===== config.mk =====
export PLATFORM = sky130hd
export DESIGN_NAME = csc_top
export DESIGN_NICKNAME = d
export VERILOG_FILES = /design/src/hdl/csc_pkg.sv /design/src/hdl/csc_div_if.sv /design/src/hdl/csc_top.sv /design/src/hdl/csc_bus_div.sv
export SDC_FILE = /design/constraint.sdc
export NUM_CORES = 1
export LEC_CHECK = 0
export BUFFER_PORTS_ARGS = -buffer_cell sky130_fd_sc_hd__buf_4
export CORE_ASPECT_RATIO = 0.9
export CORE_UTILIZATION = 40
export CTS_BUF_LIST = sky130_fd_sc_hd__clkbuf_8 sky130_fd_sc_hd__clkbuf_16
export CTS_CLUSTER_SIZE = 14
export DETAILED_ROUTE_END_ITERATION = 7
export HOLD_SLACK_MARGIN = 0.06
export PLACE_DENSITY = 0.74
export SYNTH_ARGS = -nofsm -noshare
export SYNTH_HDL_FRONTEND = slang
export SYNTH_SLANG_ARGS = --single-unit

===== constraint.sdc =====
create_clock -name clock -period 2.3 [get_ports clock]
set_input_delay 0.115 -clock clock [delete_from_list [all_inputs] [get_ports clock]]
set_output_delay 0.115 -clock clock [all_outputs]
set_load 0.02 [all_outputs]

===== src/hdl/csc_pkg.sv =====
/*
  Shared constants and types of the clock source control and status block:
  register byte offsets, field positions, reset values and mode codes.
  Assumes a 32-bit AXI4-Lite register bus with the registers in the low byte.
*/
package csc_pkg;

  // ----------------------------------------------------------------------
  // Register map
  // ----------------------------------------------------------------------
  localparam int          ADDR_W            = 4;
  localparam logic [3:0]  OFS_SOURCE_CTRL   = 4'h0;
  localparam logic [3:0]  OFS_OSC_DIV_CTRL  = 4'h4;
  localparam logic [3:0]  OFS_REF_TRIM      = 4'h8;
  localparam logic [3:0]  OFS_STATUS_FINE   = 4'hC;

  // ----------------------------------------------------------------------
  // Field positions
  // ----------------------------------------------------------------------
  localparam int SRC_SEL_MSB    = 7;
  localparam int SRC_SEL_LSB    = 6;
  localparam int INT_REF_SEL    = 2;
  localparam int BUS_DIVIDER_SELECT_MSB       = 7;
  localparam int BUS_DIVIDER_SELECT_LSB       = 6;
  localparam int HIGH_RANGE_BIT = 5;
  localparam int HIGH_GAIN_BIT  = 4;
  localparam int LOOP_PD_BIT    = 3;
  localparam int EXT_SRC_BIT    = 2;
  localparam int EXT_OE_BIT     = 1;
  localparam int EXT_KEEP_BIT   = 0;
  localparam int INT_STAT_BIT   = 4;
  localparam int MODE_STAT_MSB  = 3;
  localparam int MODE_STAT_LSB  = 2;
  localparam int OSC_DONE_BIT   = 1;
  localparam int FINE_BIT       = 0;

  // ----------------------------------------------------------------------
  // Reset values and bus answers
  // ----------------------------------------------------------------------
  localparam logic [1:0]  BUS_DIVIDER_SELECT_RESET     = 2'h1;
  localparam logic [7:0]  TRIM_RESET     = 8'h80;
  localparam logic [1:0]  RESP_OKAY      = 2'h0;
  localparam logic [1:0]  RESP_SLVERR    = 2'h2;
  localparam logic [2:0]  DIV_CNT_ZERO   = 3'h0;
  localparam logic [2:0]  DIV_CNT_ONE    = 3'h1;

  typedef enum logic [1:0] {
    CSC_MODE_LOOP    = 2'b00,
    CSC_MODE_INT_BYP = 2'b01,
    CSC_MODE_EXT_BYP = 2'b10,
    CSC_MODE_RSVD    = 2'b11
  } csc_mode_e;

endpackage : csc_pkg


===== src/hdl/csc_div_if.sv =====
/*
  Interface between the control block and its bus clock divider.
  Assumes both ends run on the same clock.
*/
`timescale 1ns/1ps
interface csc_div_if;
  logic       src_tick;
  logic [1:0] div_code;
  logic       bus_tick;
  modport ctrl (output src_tick, output div_code, input bus_tick);
  modport div  (input src_tick, input div_code, output bus_tick);
endinterface : csc_div_if


===== src/hdl/csc_top.sv =====
/*
  Clock source control and status: oscillator and bus divider control,
  internal reference trim, and clock status with fine trim, behind AXI4-Lite.
  Assumes the loop, the oscillator and the reference clocks live outside and
  deliver their ticks as one-cycle enables on this clock; only the oscillator
  ready and the external reference present levels come asynchronously.
*/
// Notes on behaviour
// - Bus clock is the selected clock divided by 1, 2, 4 or 8.
// - Bus divider field resets to code 01, divide by two.
// - High range bit picks the oscillator's high frequency band.
// - High gain bit picks high gain, else low power oscillator operation.
// - Power-down bit disables loop in bypass modes unless debug active.
// - Source bit requests crystal oscillator when one, external clock when zero.
// - Output enable bit drives the external reference clock out.
// - External reference runs in stop if kept and enabled or external mode.
// - Eight-bit trim sets reference period, binary weighted.
// - Larger trim lengthens the reference period.
// - Internal-reference status follows the select only after synchronisation.
// - Mode status follows source select only after synchronisation.
// - Oscillator-done sets after start-up when oscillator requested and used.
// - Oscillator-done clears only when output enable or source bit clears.
// - Fine bit adds the smallest step to the reference period.
// - Source select chooses loop, internal or external clock for divider.
// - Low-power bypass only without debug and with power-down bit set.
// - Bus divider writes act immediately.
// - Coarse and fine trim survive system reset; only power-on reset reloads them, trim to 80h and fine bit to zero.
`timescale 1ns/1ps
module csc_top
  import csc_pkg::*;
(
  input  wire logic              clock,
  input  wire logic              reset_n,
  input  wire logic              power_on_reset_n,
  input  wire logic [ADDR_W-1:0] s_axi_awaddr,
  input  wire logic              s_axi_awvalid,
  output logic                   s_axi_awready,
  input  wire logic [31:0]       s_axi_wdata,
  input  wire logic [3:0]        s_axi_wstrb,
  input  wire logic              s_axi_wvalid,
  output logic                   s_axi_wready,
  output logic [1:0]             s_axi_bresp,
  output logic                   s_axi_bvalid,
  input  wire logic              s_axi_bready,
  input  wire logic [ADDR_W-1:0] s_axi_araddr,
  input  wire logic              s_axi_arvalid,
  output logic                   s_axi_arready,
  output logic [31:0]            s_axi_rdata,
  output logic [1:0]             s_axi_rresp,
  output logic                   s_axi_rvalid,
  input  wire logic              s_axi_rready,
  input  wire logic              background_debug_active,
  input  wire logic              stop_mode,
  input  wire logic              osc_ready_async,
  input  wire logic              ext_ref_present_async,
  input  wire logic              loop_clock_tick,
  input  wire logic              int_ref_tick,
  input  wire logic              ext_ref_tick,
  output logic                   bus_clock_enable,
  output logic                   osc_high_range,
  output logic                   osc_high_gain,
  output logic                   osc_crystal_select,
  output logic                   ext_ref_clock_out,
  output logic                   ext_ref_run,
  output logic                   loop_enable,
  output logic [8:0]             int_ref_period_code
);

  // ----------------------------------------------------------------------
  // Register state
  // ----------------------------------------------------------------------
  csc_mode_e         clock_source_select_reg;
  logic              int_ref_select_reg;
  logic [1:0]        bus_divider_select_reg;
  logic              high_range_reg;
  logic              high_gain_select_reg;
  logic              loop_power_down_in_bypass_reg;
  logic              ext_ref_source_select_reg;
  logic              ext_ref_output_enable_reg;
  logic              ext_ref_stop_keep_reg;
  logic [7:0]        trim_reg;
  logic              fine_adjust_bit_reg;
  logic              int_ref_status_reg;
  csc_mode_e         clock_mode_status_reg;
  logic              osc_start_done_reg;
  csc_mode_e         mode_sync1_reg;
  csc_mode_e         mode_sync2_reg;
  logic              iref_sync1_reg;
  logic              iref_sync2_reg;
  logic              osc_ready_sync1_reg;
  logic              osc_ready_sync2_reg;
  logic              ext_present_sync1_reg;
  logic              ext_present_sync2_reg;
  logic              ext_mode_before_stop_reg;

  // ----------------------------------------------------------------------
  // AXI4-Lite slave
  // ----------------------------------------------------------------------
  logic              aw_full_reg;
  logic              w_full_reg;
  logic [ADDR_W-1:0] waddr_reg;
  logic [7:0]        wdata_reg;
  logic              wstrb0_reg;
  logic              do_write;
  logic              wr_ctrl1;
  logic              wr_ctrl2;
  logic              wr_trim;
  logic              wr_stat;

  function automatic logic is_mapped(input logic [ADDR_W-1:0] a);
    is_mapped = (a == OFS_SOURCE_CTRL) || (a == OFS_OSC_DIV_CTRL) ||
                (a == OFS_REF_TRIM) || (a == OFS_STATUS_FINE);
  endfunction : is_mapped

  assign s_axi_awready = !aw_full_reg && !s_axi_bvalid;
  assign s_axi_wready  = !w_full_reg && !s_axi_bvalid;
  assign s_axi_arready = !s_axi_rvalid;
  assign do_write      = aw_full_reg && w_full_reg && !s_axi_bvalid;
  assign wr_ctrl1      = do_write && wstrb0_reg && (waddr_reg == OFS_SOURCE_CTRL);
  assign wr_ctrl2      = do_write && wstrb0_reg && (waddr_reg == OFS_OSC_DIV_CTRL);
  assign wr_trim       = do_write && wstrb0_reg && (waddr_reg == OFS_REF_TRIM);
  assign wr_stat       = do_write && wstrb0_reg && (waddr_reg == OFS_STATUS_FINE);

  always_ff @(posedge clock or negedge reset_n) begin
    if (!reset_n) begin
      aw_full_reg  <= 1'b0;
      w_full_reg   <= 1'b0;
      waddr_reg    <= OFS_SOURCE_CTRL;
      wdata_reg    <= 8'h00;
      wstrb0_reg   <= 1'b0;
      s_axi_bvalid <= 1'b0;
      s_axi_bresp  <= RESP_OKAY;
    end else begin
      if (s_axi_awvalid && s_axi_awready) begin
        aw_full_reg <= 1'b1;
        waddr_reg   <= s_axi_awaddr;
      end
      if (s_axi_wvalid && s_axi_wready) begin
        w_full_reg <= 1'b1;
        wdata_reg  <= s_axi_wdata[7:0];
        wstrb0_reg <= s_axi_wstrb[0];
      end
      if (do_write) begin
        aw_full_reg  <= 1'b0;
        w_full_reg   <= 1'b0;
        s_axi_bvalid <= 1'b1;
        s_axi_bresp  <= is_mapped(waddr_reg) ? RESP_OKAY : RESP_SLVERR;
      end else if (s_axi_bvalid && s_axi_bready) begin
        s_axi_bvalid <= 1'b0;
      end
    end
  end

  always_ff @(posedge clock or negedge reset_n) begin
    if (!reset_n) begin
      s_axi_rvalid <= 1'b0;
      s_axi_rdata  <= 32'h0000_0000;
      s_axi_rresp  <= RESP_OKAY;
    end else if (s_axi_arvalid && s_axi_arready) begin
      s_axi_rvalid <= 1'b1;
      s_axi_rresp  <= is_mapped(s_axi_araddr) ? RESP_OKAY : RESP_SLVERR;
      unique case (s_axi_araddr)
        OFS_SOURCE_CTRL:  s_axi_rdata <= {24'h0, clock_source_select_reg, 3'h0, int_ref_select_reg, 2'h0};
        OFS_OSC_DIV_CTRL: s_axi_rdata <= {24'h0, bus_divider_select_reg, high_range_reg, high_gain_select_reg,
                                          loop_power_down_in_bypass_reg, ext_ref_source_select_reg,
                                          ext_ref_output_enable_reg, ext_ref_stop_keep_reg};
        OFS_REF_TRIM:     s_axi_rdata <= {24'h0, trim_reg};
        // Reserved bits read back as zero whatever software wrote.
        OFS_STATUS_FINE:  s_axi_rdata <= {27'h0, int_ref_status_reg, clock_mode_status_reg,
                                          osc_start_done_reg, fine_adjust_bit_reg};
        default:          s_axi_rdata <= 32'h0000_0000;
      endcase
    end else if (s_axi_rvalid && s_axi_rready) begin
      s_axi_rvalid <= 1'b0;
    end
  end

  // ----------------------------------------------------------------------
  // Software controls
  // ----------------------------------------------------------------------
  always_ff @(posedge clock or negedge reset_n) begin
    if (!reset_n) begin
      clock_source_select_reg <= CSC_MODE_LOOP;
      int_ref_select_reg      <= 1'b1;
    end else if (wr_ctrl1) begin
      // The reserved source code is stored as loop output.
      clock_source_select_reg <= (wdata_reg[SRC_SEL_MSB:SRC_SEL_LSB] == CSC_MODE_RSVD) ? CSC_MODE_LOOP :
                                 csc_mode_e'(wdata_reg[SRC_SEL_MSB:SRC_SEL_LSB]);
      int_ref_select_reg      <= wdata_reg[INT_REF_SEL];
    end
  end

  always_ff @(posedge clock or negedge reset_n) begin
    if (!reset_n) begin
      bus_divider_select_reg        <= BUS_DIVIDER_SELECT_RESET;
      high_range_reg                <= 1'b0;
      high_gain_select_reg          <= 1'b0;
      loop_power_down_in_bypass_reg <= 1'b0;
      ext_ref_source_select_reg     <= 1'b0;
      ext_ref_output_enable_reg     <= 1'b0;
      ext_ref_stop_keep_reg         <= 1'b0;
    end else if (wr_ctrl2) begin
      bus_divider_select_reg        <= wdata_reg[BUS_DIVIDER_SELECT_MSB:BUS_DIVIDER_SELECT_LSB];
      high_range_reg                <= wdata_reg[HIGH_RANGE_BIT];
      high_gain_select_reg          <= wdata_reg[HIGH_GAIN_BIT];
      loop_power_down_in_bypass_reg <= wdata_reg[LOOP_PD_BIT];
      ext_ref_source_select_reg     <= wdata_reg[EXT_SRC_BIT];
      ext_ref_output_enable_reg     <= wdata_reg[EXT_OE_BIT];
      ext_ref_stop_keep_reg         <= wdata_reg[EXT_KEEP_BIT];
    end
  end

  // Trim lives on the power-on reset only, so a system reset keeps it.
  always_ff @(posedge clock or negedge power_on_reset_n) begin
    if (!power_on_reset_n) begin
      trim_reg            <= TRIM_RESET;
      fine_adjust_bit_reg <= 1'b0;
    end else begin
      if (wr_trim) begin
        trim_reg <= wdata_reg;
      end
      if (wr_stat) begin
        fine_adjust_bit_reg <= wdata_reg[FINE_BIT];
      end
    end
  end

  // Trim is the high bits and fine trim the smallest step of one period code.
  assign int_ref_period_code = {trim_reg, fine_adjust_bit_reg};
  assign osc_high_range      = high_range_reg;
  assign osc_high_gain       = high_gain_select_reg;
  assign osc_crystal_select  = ext_ref_source_select_reg;

  // ----------------------------------------------------------------------
  // Synchronised status
  // ----------------------------------------------------------------------
  always_ff @(posedge clock or negedge reset_n) begin
    if (!reset_n) begin
      mode_sync1_reg        <= CSC_MODE_LOOP;
      mode_sync2_reg        <= CSC_MODE_LOOP;
      iref_sync1_reg        <= 1'b1;
      iref_sync2_reg        <= 1'b1;
      osc_ready_sync1_reg   <= 1'b0;
      osc_ready_sync2_reg   <= 1'b0;
      ext_present_sync1_reg <= 1'b0;
      ext_present_sync2_reg <= 1'b0;
    end else begin
      mode_sync1_reg        <= clock_source_select_reg;
      mode_sync2_reg        <= mode_sync1_reg;
      iref_sync1_reg        <= int_ref_select_reg;
      iref_sync2_reg        <= iref_sync1_reg;
      osc_ready_sync1_reg   <= osc_ready_async;
      osc_ready_sync2_reg   <= osc_ready_sync1_reg;
      ext_present_sync1_reg <= ext_ref_present_async;
      ext_present_sync2_reg <= ext_present_sync1_reg;
    end
  end

  // A switch to an external clock that is absent leaves the old mode in place.
  always_ff @(posedge clock or negedge reset_n) begin
    if (!reset_n) begin
      clock_mode_status_reg <= CSC_MODE_LOOP;
      int_ref_status_reg    <= 1'b1;
    end else begin
      if (mode_sync2_reg != CSC_MODE_EXT_BYP || ext_present_sync2_reg) begin
        clock_mode_status_reg <= mode_sync2_reg;
      end
      if (iref_sync2_reg || ext_present_sync2_reg) begin
        int_ref_status_reg <= iref_sync2_reg;
      end
    end
  end

  logic ext_ref_used;
  logic ext_engaged_mode;
  assign ext_engaged_mode = (clock_mode_status_reg == CSC_MODE_LOOP) && !int_ref_status_reg;
  assign ext_ref_used     = ext_ref_output_enable_reg || ext_engaged_mode ||
                            (clock_mode_status_reg == CSC_MODE_EXT_BYP);

  // Set wins over clear; clearing needs the enable or the source bit low.
  always_ff @(posedge clock or negedge reset_n) begin
    if (!reset_n) begin
      osc_start_done_reg <= 1'b0;
    end else if (osc_ready_sync2_reg && ext_ref_source_select_reg && ext_ref_used) begin
      osc_start_done_reg <= 1'b1;
    end else if (!ext_ref_output_enable_reg || !ext_ref_source_select_reg) begin
      osc_start_done_reg <= 1'b0;
    end
  end

  // ----------------------------------------------------------------------
  // Loop, reference and bus clock gating
  // ----------------------------------------------------------------------
  always_ff @(posedge clock or negedge reset_n) begin
    if (!reset_n) begin
      ext_mode_before_stop_reg <= 1'b0;
    end else if (!stop_mode) begin
      ext_mode_before_stop_reg <= ext_engaged_mode || (clock_mode_status_reg == CSC_MODE_EXT_BYP);
    end
  end

  assign loop_enable = !((clock_mode_status_reg == CSC_MODE_INT_BYP ||
                          clock_mode_status_reg == CSC_MODE_EXT_BYP) &&
                         loop_power_down_in_bypass_reg && !background_debug_active) && !stop_mode;
  assign ext_ref_run = stop_mode ? (ext_ref_stop_keep_reg &&
                                    (ext_ref_output_enable_reg || ext_mode_before_stop_reg)) :
                                   ext_ref_used;
  assign ext_ref_clock_out = ext_ref_output_enable_reg && ext_ref_run;

  csc_div_if div_bus ();

  always_comb begin
    unique case (clock_mode_status_reg)
      CSC_MODE_INT_BYP: div_bus.src_tick = int_ref_tick;
      CSC_MODE_EXT_BYP: div_bus.src_tick = ext_ref_tick;
      default:          div_bus.src_tick = loop_clock_tick;
    endcase
  end
  assign div_bus.div_code = bus_divider_select_reg;
  assign bus_clock_enable = div_bus.bus_tick && !stop_mode;

  csc_bus_div u_bus_div (
    .clock   (clock),
    .reset_n (reset_n),
    .dv      (div_bus.div)
  );

  // ----------------------------------------------------------------------
  // Checks
  // ----------------------------------------------------------------------
  property p_range_follows_write;
    @(posedge clock) disable iff (!reset_n)
      wr_ctrl2 |=> osc_high_range == $past(wdata_reg[HIGH_RANGE_BIT]);
  endproperty
  a_range_follows_write: assert property (p_range_follows_write)
    else $error("oscillator range did not follow the write");

  property p_gain_follows_write;
    @(posedge clock) disable iff (!reset_n)
      wr_ctrl2 ##1 !wr_ctrl2 |-> osc_high_gain == $past(wdata_reg[HIGH_GAIN_BIT], 1);
  endproperty
  a_gain_follows_write: assert property (p_gain_follows_write)
    else $error("oscillator gain did not follow the write");

  property p_loop_off_in_lp_bypass;
    @(posedge clock) disable iff (!reset_n)
      (clock_mode_status_reg == CSC_MODE_EXT_BYP) && loop_power_down_in_bypass_reg &&
      !background_debug_active |-> !loop_enable;
  endproperty
  a_loop_off_in_lp_bypass: assert property (p_loop_off_in_lp_bypass)
    else $error("loop still enabled in low-power bypass");

  property p_ext_out_gated;
    @(posedge clock) disable iff (!reset_n)
      !ext_ref_output_enable_reg |-> !ext_ref_clock_out;
  endproperty
  a_ext_out_gated: assert property (p_ext_out_gated)
    else $error("external reference out without its enable");

  property p_stop_without_keep;
    @(posedge clock) disable iff (!reset_n)
      stop_mode && !ext_ref_stop_keep_reg |-> !ext_ref_run && !bus_clock_enable;
  endproperty
  a_stop_without_keep: assert property (p_stop_without_keep)
    else $error("external reference runs in stop without keep");

  property p_int_status_lag;
    @(posedge clock) disable iff (!reset_n)
      $changed(int_ref_status_reg) |-> int_ref_status_reg == $past(int_ref_select_reg, 3);
  endproperty
  a_int_status_lag: assert property (p_int_status_lag)
    else $error("reference status did not lag the select by three cycles");

  property p_mode_status_lag;
    @(posedge clock) disable iff (!reset_n)
      $changed(clock_mode_status_reg) |-> clock_mode_status_reg == $past(clock_source_select_reg, 3);
  endproperty
  a_mode_status_lag: assert property (p_mode_status_lag)
    else $error("mode status did not lag the select by three cycles");

  property p_osc_done_clear;
    @(posedge clock) disable iff (!reset_n)
      $fell(osc_start_done_reg) |-> $past(!ext_ref_output_enable_reg || !ext_ref_source_select_reg);
  endproperty
  a_osc_done_clear: assert property (p_osc_done_clear)
    else $error("oscillator done cleared without cause");

endmodule : csc_top


===== src/hdl/csc_bus_div.sv =====
/*
  Bus clock divider: passes every 1st, 2nd, 4th or 8th tick of the selected
  source as a one-cycle bus clock enable.
  Assumes the source tick is a one-cycle enable on the same clock.
*/
`timescale 1ns/1ps
module csc_bus_div
  import csc_pkg::*;
(
  input  wire logic clock,
  input  wire logic reset_n,
  csc_div_if.div    dv
);

  logic [2:0] count_reg;
  logic       at_limit;

  function automatic logic [2:0] div_limit(input logic [1:0] code);
    div_limit = 3'((4'h1 << code) - 4'h1);
  endfunction : div_limit

  // A new code takes effect on the very next source tick, with no resync.
  assign at_limit    = (count_reg >= div_limit(dv.div_code));
  assign dv.bus_tick = dv.src_tick && at_limit;

  always_ff @(posedge clock or negedge reset_n) begin
    if (!reset_n) begin
      count_reg <= DIV_CNT_ZERO;
    end else if (dv.src_tick) begin
      count_reg <= at_limit ? DIV_CNT_ZERO : count_reg + DIV_CNT_ONE;
    end
  end

  property p_div_tick_source;
    @(posedge clock) disable iff (!reset_n)
      dv.bus_tick |-> dv.src_tick;
  endproperty
  a_div_tick_source: assert property (p_div_tick_source)
    else $error("bus tick without a source tick");

  property p_div_by_one;
    @(posedge clock) disable iff (!reset_n)
      (dv.div_code == 2'h0) && dv.src_tick |-> dv.bus_tick;
  endproperty
  a_div_by_one: assert property (p_div_by_one)
    else $error("divide by one dropped a source tick");

endmodule : csc_bus_div


==> results of run 1 <==
-- cells by family (layout without fill, tap and decap cells) --
logic type,Yosys count,after routing,share of synthesized area [%]
adders and majority gates,7,7,2.897
muxes,42,42,16.89
other,1,26,0.1241
DFF,65,65,54.06
AOI/OAI and AO/OA,42,42,9.768
buffers and inverters,46,112,9.313
and+or+nand+nor,35,35,6.954
-- critical path, delay by kind of cell, from the launching register on --
kind,cells,cell delay [ns]
flip-flops,1,0.57
AO/OA/AOI/OAI,2,0.52
adder cells (fa/ha/maj),1,0.30
buffers and inverters,1,0.15
AND/OR/NAND/NOR,2,0.12
-- routing by layer --
layer	up-vias	routed length (µm)	GRT usage (%)
met1	981	2756	21.95
met4	0	80	5.874
met5	-	0	0
met3	10	523	7.156
li1	960	-	-
met2	84	2810	26.60
-- per-stage QoR --
| step | worst slack, ns | instance area, µm² | hold slack [ns] | utilization, % | power [mW] |
|---|---|---|---|---|---|
| after global routing | 0.04495 | 3866 | 0.07780 | 53.81 | 4.285 |
| after global placement | 0.3223 | 3477 | -0.05306 | 48.40 | 3.010 |
| after CTS | 0.08530 | 3864 | 0.06406 | 53.78 | 4.055 |
| final | 0.1829 | 3866 | 0.08368 | 53.81 | 4.022 |
| after detailed placement | 0.2870 | 3477 | -0.04993 | 48.40 | 3.061 |
| after floorplan | 0.4961 | 3117 | -0.1806 | - | 2.631 |
-- how the worst min path moves through the flow --
| stage | start | end | slack [ns] | depth (start not counted) |
|---|---|---|---|---|
| 4_1_cts | stop_mode | ext_mode_before_stop_reg | 0.06 | 2 |
| 6_report | stop_mode | ext_mode_before_stop_reg | 0.08 | 2 |
| 2_1_floorplan | reset_n | aw_full_reg | -0.18 | 0 |
| 3_3_place_gp | power_on_reset_n | trim_reg[6] | -0.05 | 1 |
| 5_1_grt | stop_mode | ext_mode_before_stop_reg | 0.08 | 2 |
| 3_5_place_dp | power_on_reset_n | trim_reg[6] | -0.05 | 1 |
-- layout by cell type (no fill, tap or decap), drive strengths merged, types with 3 or more instances in the layout --
| cell type | synthesis | routed |
|---|---|---|
| nand2b | 3 | 3 |
| nor3 | 3 | 3 |
| dlygate4sd3 | 0 | 19 |
| o211ai | 5 | 5 |
| dfstp | 6 | 6 |
| buf | 28 | 63 |
| nor2b | 7 | 7 |
| conb | 1 | 26 |
| mux2 | 38 | 38 |
| nand2 | 9 | 9 |
| a22o | 3 | 3 |
| inv | 14 | 15 |
| clkbuf | 4 | 10 |
| nor2 | 3 | 3 |
| dfrtp | 59 | 59 |
| mux2i | 3 | 3 |
| a22oi | 6 | 6 |
| a21oi | 3 | 3 |
| o21ai | 10 | 10 |
| ha | 7 | 7 |
-- cell type report --
type | count | area, µm² | area share, %
Timing Repair Buffer | 82 | 663.1 | 17.15
Clock inverter | 6 | 58.81 | 1.521
Tap cell | 93 | 116.4 | 3.010
Inverter | 14 | 52.55 | 1.359
Sequential cell | 65 | 1634 | 42.27
Clock buffer | 10 | 137.6 | 3.560
Multi-Input combinational cell | 152 | 1204 | 31.13
-- report_power, final --
part           leakage (nW)  switching (mW)  internal [mW]
combinational         0.951           0.624          0.650
clock                0.0995           0.433          0.522
sequential            0.819           0.284           1.51
total                  1.87            1.34           2.68
-- timing repair --
item | in CTS | in global routing
setup buffers | 0 | 0
hold buffers | 19 | 0
endpoints found under the setup margin | 0 | 1
hold endpoints to repair | 77 | 0
resized for setup | 0 | 1
==> impl_metrics.json, run 1 <==
{
  "status": "finished, final reports clean",
  "cts_buffer_depth": 2,
  "fin_cells": 422,
  "ys_warn_count": 0,
  "grt_pass1_vias": 2074,
  "die_x_um": 93.64,
  "gp_congestion": 0.7833,
  "row_count": 29,
  "max_slew.worst_pin.slew_ns": 0.6962,
  "synthToLayoutAreaGrowth_pct": 27.90,
  "ff2ff_path_depth": 3,
  "finalHoldViolations": 0,
  "io_pins": 116,
  "synth.distinct_cells": 39,
  "fin_crit_sh_pct": 92.05,
  "cp_cell_sequence": "nand2_1 > ha_1 > a21oi_1 > o21a_1 > nor3_1 > buf_4",
  "synth_edf_count": 0,
  "slowest_delay_ns": 0.57,
  "tns_ns": 0,
  "detail_route.first_pass.iterations": 4,
  "vias": 2035,
  "path_clk_slew_ns": 0.07,
  "synth.top_cells.by_count": "59 x dfrtp_1, 30 x mux2_2, 27 x buf_4, 14 x inv_1, 10 x o21ai_0",
  "drc": 0,
  "setup_viol": 0,
  "avgSynthCellArea_um2": 12.70,
  "cts_made_buffers": 9,
  "synth.most_common_cell": "dfrtp_1",
  "wirelength_mm": 6.171,
  "io_buffers": 62,
  "slew_headroom_pct": 53.59,
  "hpwl_mm": 4.376,
  "wl_per_cell_um": 14.62,
  "htreeDepth": 3,
  "die-area_mm2": 0.007909,
  "fin_crit_ns": 2.117,
  "grt_use_total_pct": 17.25,
  "cp.arrival_ns": 2.00,
  "cp_max_fo": 5,
  "fmax_mhz": 472.4,
  "final_max_slew_viol_count": 0,
  "startpoint_type": "flop",
  "synth_area_leader_cell": "dfrtp_1",
  "final_antenna_net_count": 0,
  "viasPerCell": 4.822,
  "dpl.cell_count": 387,
  "initial_core_util_pct": 42.08,
  "cp_slowest_cell": "dfstp_2",
  "rsz0062_at_grt": "no",
  "worstReg2RegStart": "waddr_reg[1]",
  "timing.critical_path.from": "bus_divider_select_reg[0]",
  "hp-class": "in2reg",
  "r2r_end": "osc_high_gain",
  "grt_pass1_wl_mm": 10.02,
  "crit_required_ns": 2.18,
  "grt_max_degree": 57,
  "ctsRootBufferMaster": "clkbuf_8",
  "crit_end": "bus_clock_enable",
  "antenna_found_initial": 0,
  "ys.flop_type": "dfrtp_1",
  "worst_ir_drop_vdd_uv": 672.7,
  "p_leak_nw": 1.870,
  "power.density_mw_per_mm2": 1040,
  "synth_seq_cells": 65,
  "die_h_um": 84.47,
  "path_class": "reg2out",
  "synth_top_cell_area_share_pct": 48.84,
  "r2r_slack_ns": 0.29,
  "n_antenna_cell": 0,
  "yosysSeqAreaShare_pct": 54.06,
  "clock_skew_ns": 0.009086,
  "clk_latency_ns": 0.35,
  "async_flop_share_pct": 100.0,
  "drt_iter0_drc": 68,
  "core_mm2": 0.007184,
  "cts_tree": "done",
  "synth_cells": 238,
  "drive_gt1_share_pct": 39.51,
  "yosys-top-cells-area": "dfrtp_1 49%, mux2_2 11%, buf_4 6.7%",
  "nFillCells": 625,
  "end_kind": "output port",
  "nets": 390,
  "netlist_area_mm2": 0.003023,
  "grt_remaining_overflow": 0,
  "clkSinkCount": 65,
  "cap_violations": 0
}
(Power assumes the default switching activity.)
==> inputs of run 2 (changes only) <==
--- a/config.mk
+++ b/config.mk
@@ -12,7 +12,8 @@
 export CTS_CLUSTER_SIZE = 14
 export DETAILED_ROUTE_END_ITERATION = 7
 export HOLD_SLACK_MARGIN = 0.06
-export PLACE_DENSITY = 0.74
+export PLACE_DENSITY = 0.75
 export SYNTH_ARGS = -nofsm -noshare
 export SYNTH_HDL_FRONTEND = slang
+export SYNTH_HIERARCHICAL = 1
 export SYNTH_SLANG_ARGS = --single-unit
==> run 2 against run 1 <==
Via count shrank 0.64%. Clock skew shrank 0.0025 ns. Hold slack improved by 0.010 ns. Critical path type unchanged. Register-to-register slack better by 0.34 ns. Setup slack lost 0.060 ns. Sequential share of layout area rose by 0.48 points. Total power rose by 3.6%. Critical endpoint unchanged. Highest routed layer unchanged. Sequential power up 7%.
==> impl_metrics.json, run 2 <==
{
  "synth_seq_cells": 65,
  "p_switching_mw": 1.493,
  "slowest_delay_ns": 0.42,
  "startpoint_type": "flop",
  "synth.top_cells.by_count": "59 x dfrtp_1, 33 x mux2_2, 27 x buf_4, 19 x a21oi_1, 12 x inv_1",
  "synthToLayoutAreaGrowth_pct": 27.93,
  "cp.arrival_ns": 2.06,
  "antenna_found_initial": 0,
  "min_path_cells": 2,
  "initial_core_util_pct": 41.80,
  "status": "finished, final reports clean",
  "n_antenna_cell": 0,
  "wirelength_mm": 6.021,
  "yosys-top-cells-area": "dfrtp_1 49%, mux2_2 12%, buf_4 6.8%",
  "nets": 394,
  "finalHoldViolations": 0,
  "gp_congestion": 0.7088,
  "p_int_mw": 2.673,
  "grt_remaining_overflow": 0,
  "crit_required_ns": 2.18,
  "cts_buffer_depth": 2,
  "setup_viol": 0,
  "max_slew.worst_pin.slew_ns": 0.6970,
  "cts_setup_buffers": 0,
  "final_max_slew_viol_count": 0,
  "power_mw": 4.166,
  "hpwl_mm": 4.283,
  "whs_endpoint": "ext_mode_before_stop_reg",
  "io_buffers": 62,
  "clk_latency_ns": 0.33,
  "worstSetupPathDepth": 7,
  "row_count": 29,
  "synth.most_common_cell": "dfrtp_1",
  "crit_buf_inv": 1,
  "nFillCells": 646,
  "cp_cell_sequence": "or2_2 > ha_1 > nand2b_1 > a31oi_4 > nor2b_1 > nor2b_1 > buf_4",
  "slew_headroom_pct": 53.53,
  "power.density_mw_per_mm2": 1090,
  "detail_route.first_pass.iterations": 4,
  "netlist_area_mm2": 0.002988,
  "fmax_mhz": 459.4,
  "final_antenna_net_count": 0,
  "die-area_mm2": 0.007819,
  "layout_common_cells": "63 x buf_4, 59 x dfrtp_1, 33 x mux2_2, 26 x conb_1, 21 x dlygate4sd3_1",
  "synth_cells": 239,
  "die_h_um": 83.99,
  "drc": 0,
  "fin_crit_sh_pct": 94.64,
  "core_mm2": 0.007148,
  "cp_max_fo": 5,
  "path_class": "reg2out",
  "yosysSeqAreaShare_pct": 54.69,
  "worstReg2RegStart": "bus_divider_select_reg[1]",
  "ctsRootBufferMaster": "clkbuf_8",
  "end_kind": "output port",
  "swShare_pct": 35.84,
  "hp-class": "in2reg",
  "p_leak_nw": 1.870,
  "cp_slowest_cell": "dfrtp_1",
  "ff2ff_path_depth": 6,
  "vias": 2022,
  "p_clk_share_pct": 18.5,
  "synth_area_leader_cell": "dfrtp_1",
  "ys_warn_count": 6,
  "final_common_cell": "buf_4",
  "crit_path_frequent_cell": "nor2b_1",
  "synth.distinct_cells": 42,
  "cts_tree": "done",
  "grt_use_total_pct": 17.20,
  "clock_skew_ns": 0.006614,
  "drive_gt1_share_pct": 38.14,
  "tns_ns": 0,
  "r2r_slack_ns": 0.63,
  "fin_crit_ns": 2.177,
  "synth_top_cell_area_share_pct": 49.41,
  "avgSynthCellArea_um2": 12.50,
  "async_flop_share_pct": 100.0,
  "hp-start": "stop_mode",
  "grt_pass1_wl_mm": 10.09,
  "combPwrFrac_pct": 35.7,
  "grt_pass1_vias": 2049,
  "synth_edf_count": 0,
  "die_x_um": 93.10,
  "clkSinkCount": 65,
  "cap_violations": 0,
  "worst_ir_drop_vdd_uv": 619.3,
  "crit_family": "simple AND/OR/NAND/NOR gates",
  "wl_per_cell_um": 14.13,
  "drt_iter0_drc": 111,
  "path_clk_slew_ns": 0.07,
  "grt_max_degree": 57,
  "htreeDepth": 3,
  "pwr-share-seq_pct": 45.8,
  "ys.flop_type": "dfrtp_1",
  "r2r_end": "u_bus_div/count_reg[1]",
  "rsz0062_at_grt": "no",
  "io_pins": 116,
  "viasPerCell": 4.746,
  "cts_made_buffers": 9
}
==> run 2: cell count changes in the layout (fill, tap and decap cells not counted), moves of 4 or more <==
cell,previous run,this run
nand2_1,9,2
o211ai_1,5,0
a21oi_1,3,18
nor2b_1,6,10
mux2_4,8,1
nor2_1,3,8
o21ai_0,10,6
==> run 2: worst register-to-register path: cells and delay by family, from the launching register on <==
| kind | cells | cell delay, ns |
|---|---|---|
| adders and majority gates | 1 | 0.26 |
| DFF | 1 | 0.42 |
| AOI/OAI and AO/OA | 2 | 0.32 |
| and+or+nand+nor | 3 | 0.58 |
==> run 2: cell families after synthesis <==
kind of cell | after synthesis | share of synthesized area (%)
other cells | 1 | 0.1255
mux | 35 | 13.69
buf+inv | 43 | 9.087
flops | 65 | 54.69
simple gates | 40 | 9.214
fa+ha+maj | 7 | 2.931
compound gates | 48 | 10.26
==> run 2: cell type report <==
type | instances | area, µm² | area share [%]
Sequential cell | 65 | 1634 | 42.75
Tap cell | 93 | 116.4 | 3.044
Clock buffer | 9 | 123.9 | 3.241
Inverter | 12 | 45.04 | 1.178
Clock inverter | 7 | 31.28 | 0.8183
Timing Repair Buffer | 84 | 683.2 | 17.87
Multi-Input combinational cell | 156 | 1189 | 31.10
==> run 2: metal layers <==
layer | part of all wire (%) | wire [µm] | global-route usage [%] | vias to the layer above
met5 | 0 | 0 | 0 | -
met4 | 0.91 | 55 | 5.455 | 0
met3 | 4.0 | 238 | 5.191 | 5
met2 | 49 | 2979 | 28.01 | 72
met1 | 46 | 2748 | 21.86 | 979
li1 | - | - | - | 966
==> run 2: how the worst max path moves through the flow <==
| stage | from | to | slack, ns |
|---|---|---|---|
| floorplan | bus_divider_select_reg[1] | bus_clock_enable | 0.59 |
| global placement | bus_divider_select_reg[1] | bus_clock_enable | 0.48 |
| detailed placement | bus_divider_select_reg[1] | bus_clock_enable | 0.43 |
| CTS | bus_divider_select_reg[1] | bus_clock_enable | 0.05 |
| global route | bus_divider_select_reg[1] | bus_clock_enable | 0.01 |
| finish | bus_divider_select_reg[1] | bus_clock_enable | 0.12 |
==> run 2: power by group through the flow <==
stage                     clock [mW]  combinational (mW)  sequential (mW)
after global routing           0.842                1.62             1.96
after CTS                      0.797                1.47             1.90
final                          0.771                1.49             1.91
after floorplan                    0               0.914             1.94
after global placement             0                1.38             1.91
after detailed placement           0                1.44             1.92
==> run 2: per-stage QoR <==
step                area (µm²)  utilization [%]  std cells  setup WS, ns  hold WS (ns)
finish                    3822            53.47        426        0.1233       0.09402
global route              3822            53.47        426       0.01337        0.1012
CTS                       3810            53.30        426       0.05273       0.08247
detailed placement        3445            48.19        389        0.4253      -0.04857
global placement          3445            48.19        389        0.4822      -0.05511
floorplan                 3082                -        264        0.5931       -0.1806
==> run 2: repair_timing <==
| item | in CTS | in global routing |
|---|---|---|
| hold endpoints to repair | 79 | 0 |
| hold buffers | 21 | 0 |
| gates resized for setup | 0 | 2 |
| setup endpoints to repair | 0 | 1 |
==> inputs of run 3 (changes only) <==
--- a/config.mk
+++ b/config.mk
@@ -5,6 +5,7 @@
 export SDC_FILE = /design/constraint.sdc
 export NUM_CORES = 1
 export LEC_CHECK = 0
+export ABC_AREA = 1
 export BUFFER_PORTS_ARGS = -buffer_cell sky130_fd_sc_hd__buf_4
 export CORE_ASPECT_RATIO = 0.9
 export CORE_UTILIZATION = 40
@@ -12,7 +13,7 @@
 export CTS_CLUSTER_SIZE = 14
 export DETAILED_ROUTE_END_ITERATION = 7
 export HOLD_SLACK_MARGIN = 0.06
-export PLACE_DENSITY = 0.75
+export PLACE_DENSITY = 0.74
 export SYNTH_ARGS = -nofsm -noshare
 export SYNTH_HDL_FRONTEND = slang
 export SYNTH_HIERARCHICAL = 1
==> run 3 against run 2 <==
Wire length is 3.9% higher. Sequential share of layout area is 1.2 points lower. Setup slack better by 0.031 ns. Synthesized area is 3.9% higher. First-iteration DRC count is 6.3% higher. Hold slack better by 0.041 ns. Clock power is 16% higher. Via count is 17% higher. Non-clock buffer count stayed put.
==> impl_metrics.json, run 3 <==
{
  "cts_buffer_depth": 2,
  "antenna_found_initial": 0,
  "final_max_slew_viol_count": 0,
  "grt_pass1_wl_mm": 10.80,
  "fin_crit_sh_pct": 93.31,
  "fin_cells": 521,
  "cts_tree": "done",
  "row_count": 30,
  "yosysSeqAreaShare_pct": 52.66,
  "crit_required_ns": 2.18,
  "end_kind": "output port",
  "wirelength_mm": 6.258,
  "nFillCells": 684,
  "ys.flop_type": "dfrtp_1",
  "grt_max_degree": 57,
  "wl_per_cell_um": 12.01,
  "cp_cell_sequence": "inv_1 > ha_1 > nor2_1 > a31oi_2 > inv_1 > a21oi_1 > inv_1 > nor2_1 > buf_4",
  "worstSetupPathDepth": 9,
  "n_antenna_cell": 0,
  "ctsRootBufferMaster": "clkbuf_8",
  "status": "finished, final reports clean",
  "drc": 0,
  "synth_area_leader_cell": "dfrtp_1",
  "cts_made_buffers": 9,
  "path_class": "reg2out",
  "worstReg2RegStart": "clock_mode_status_reg[1]",
  "slew_headroom_pct": 52.89,
  "r2r_end": "u_bus_div/count_reg[2]",
  "grt_remaining_overflow": 0,
  "synthToLayoutAreaGrowth_pct": 26.85,
  "ys_warn_count": 6,
  "avgSynthCellArea_um2": 9.290,
  "viasPerCell": 4.549,
  "grt_use_total_pct": 17.69,
  "crit_path_frequent_cell": "inv_1",
  "clk_latency_ns": 0.34,
  "crit_buf_inv": 4,
  "cp_max_fo": 3,
  "final_antenna_net_count": 0,
  "netlist_area_mm2": 0.003103,
  "dp_slack_ns": 0.5062,
  "setup_viol": 0,
  "ff2ff_path_depth": 10,
  "gp_congestion": 0.7428,
  "core_mm2": 0.007545,
  "yosys-top-cells-area": "dfrtp_1 48%, nand2_1 8.6%, buf_4 6.5%",
  "layout_common_cells": "71 x nand2_1, 64 x buf_4, 59 x dfrtp_1, 37 x inv_1, 34 x nand3_1",
  "power.density_mw_per_mm2": 1109,
  "synth.most_common_cell": "nand2_1",
  "nets": 486,
  "synth_seq_cells": 65,
  "p_leak_nw": 2.046,
  "die-area_mm2": 0.008114,
  "swShare_pct": 38.94,
  "cp_slowest_cell": "dfrtp_1",
  "synth.distinct_cells": 29,
  "r2r_slack_ns": 0.64,
  "worst_ir_drop_vdd_uv": 613.2,
  "die_x_um": 94.84,
  "finalHoldViolations": 0,
  "drive_gt1_share_pct": 27.29,
  "clock_skew_ns": 0.008159,
  "p_switching_mw": 1.700,
  "grt_pass1_vias": 2274,
  "io_buffers": 62,
  "fin_crit_ns": 2.146,
  "synth_top_cell_area_share_pct": 47.58,
  "synth_cells": 334,
  "rsz0062_at_grt": "no",
  "tns_ns": 0,
  "layout_setup_ws_ns": 0.1539,
  "p_int_mw": 2.666,
  "path_clk_slew_ns": 0.07,
  "final_common_cell": "nand2_1",
  "startpoint_type": "flop",
  "htreeDepth": 3,
  "combPwrFrac_pct": 37.4,
  "async_flop_share_pct": 100.0,
  "detail_route.first_pass.iterations": 5,
  "vias": 2370,
  "initial_core_util_pct": 41.13,
  "cp.arrival_ns": 2.03,
  "max_slew.worst_pin.slew_ns": 0.7067,
  "slowest_delay_ns": 0.41,
  "synth.top_cells.by_count": "71 x nand2_1, 59 x dfrtp_1, 34 x inv_1, 34 x nand3_1, 27 x buf_4",
  "dpl.cell_count": 485,
  "fmax_mhz": 466.0,
  "drt_iter0_drc": 118,
  "synth_edf_count": 0,
  "die_h_um": 85.56,
  "io_pins": 116,
  "holdWs_ns": 0.1346,
  "clkSinkCount": 65,
  "pwr-share-seq_pct": 42.1,
  "hpwl_mm": 4.500,
  "cap_violations": 0,
  "p_clk_share_pct": 20.5,
  "crit_family": "buffers and inverters",
  "hp-class": "in2async"
}
-- run 3: cell type report --
cell class / count / area, µm² / area share, %
Clock buffer: 9 / 123.9 / 3.147
Clock inverter: 7 / 56.30 / 1.430
Inverter: 35 / 131.4 / 3.338
Multi-Input combinational cell: 225 / 1190 / 30.23
Sequential cell: 65 / 1634 / 41.51
Tap cell: 96 / 120.1 / 3.051
Timing Repair Buffer: 84 / 680.7 / 17.29
-- run 3: worst max-delay path by stage --
stage                                  start          endpoint  slack (ns)
floorplan           clock_mode_status_reg[0]  bus_clock_enable        0.57
global placement    clock_mode_status_reg[0]  bus_clock_enable        0.50
detailed placement  clock_mode_status_reg[1]  bus_clock_enable        0.51
CTS                 clock_mode_status_reg[1]  bus_clock_enable         0.1
global route        clock_mode_status_reg[0]  bus_clock_enable      0.0005
finish              clock_mode_status_reg[1]  bus_clock_enable        0.15
-- run 3: metal layers --
layer	global-route usage (%)	vias to the layer above	routed length (µm)
li1	-	1196	-
met1	23.13	1073	2984
met2	27.47	95	2861
met3	6.472	6	372
met4	5.372	0	39
met5	0	-	0
-- run 3: cell families (layout without fill, tap and decap cells) --
family | count (synthesis) | after routing | synth area share, %
other cells | 1 | 26 | 0.1209
buf+inv | 69 | 135 | 12.22
simple gates | 139 | 139 | 20.81
compound gates | 51 | 51 | 10.65
fa+ha+maj | 7 | 7 | 2.822
flops | 65 | 65 | 52.66
mux | 2 | 2 | 0.7258
-- run 3: worst reg2reg max path, delay by kind of cell (launching register included) --
family	cells	cell delay (ns)
DFF	1	0.41
and+or+nand+nor	4	0.22
adders and majority gates	1	0.35
buffers and inverters	3	0.32
AOI/OAI and AO/OA	2	0.23
-- run 3: what timing repair did --
action                                  4_1_cts  5_1_grt
buffers inserted                              0        0
hold buffers                                 20        0
hold endpoints to repair                     78        0
endpoints found under the setup margin        0        1
gates resized for setup                       0        1
-- run 3: through the flow --
stage,cell area [µm²],util [%],total power [mW]
after CTS,3930,52.09,4.398
after detailed placement,3550,47.05,3.458
final,3936,52.17,4.367
after global routing,3936,52.17,4.707
after floorplan,3197,-,2.916
after global placement,3550,47.05,3.395
-- run 3: power by group through the flow --
stage	clock network [mW]	logic [mW]	registers (mW)
after floorplan	0	1.01	1.90
after global placement	0	1.55	1.85
after detailed placement	0	1.60	1.86
after CTS	0.925	1.63	1.84
after global routing	0.977	1.84	1.89
final	0.897	1.63	1.84
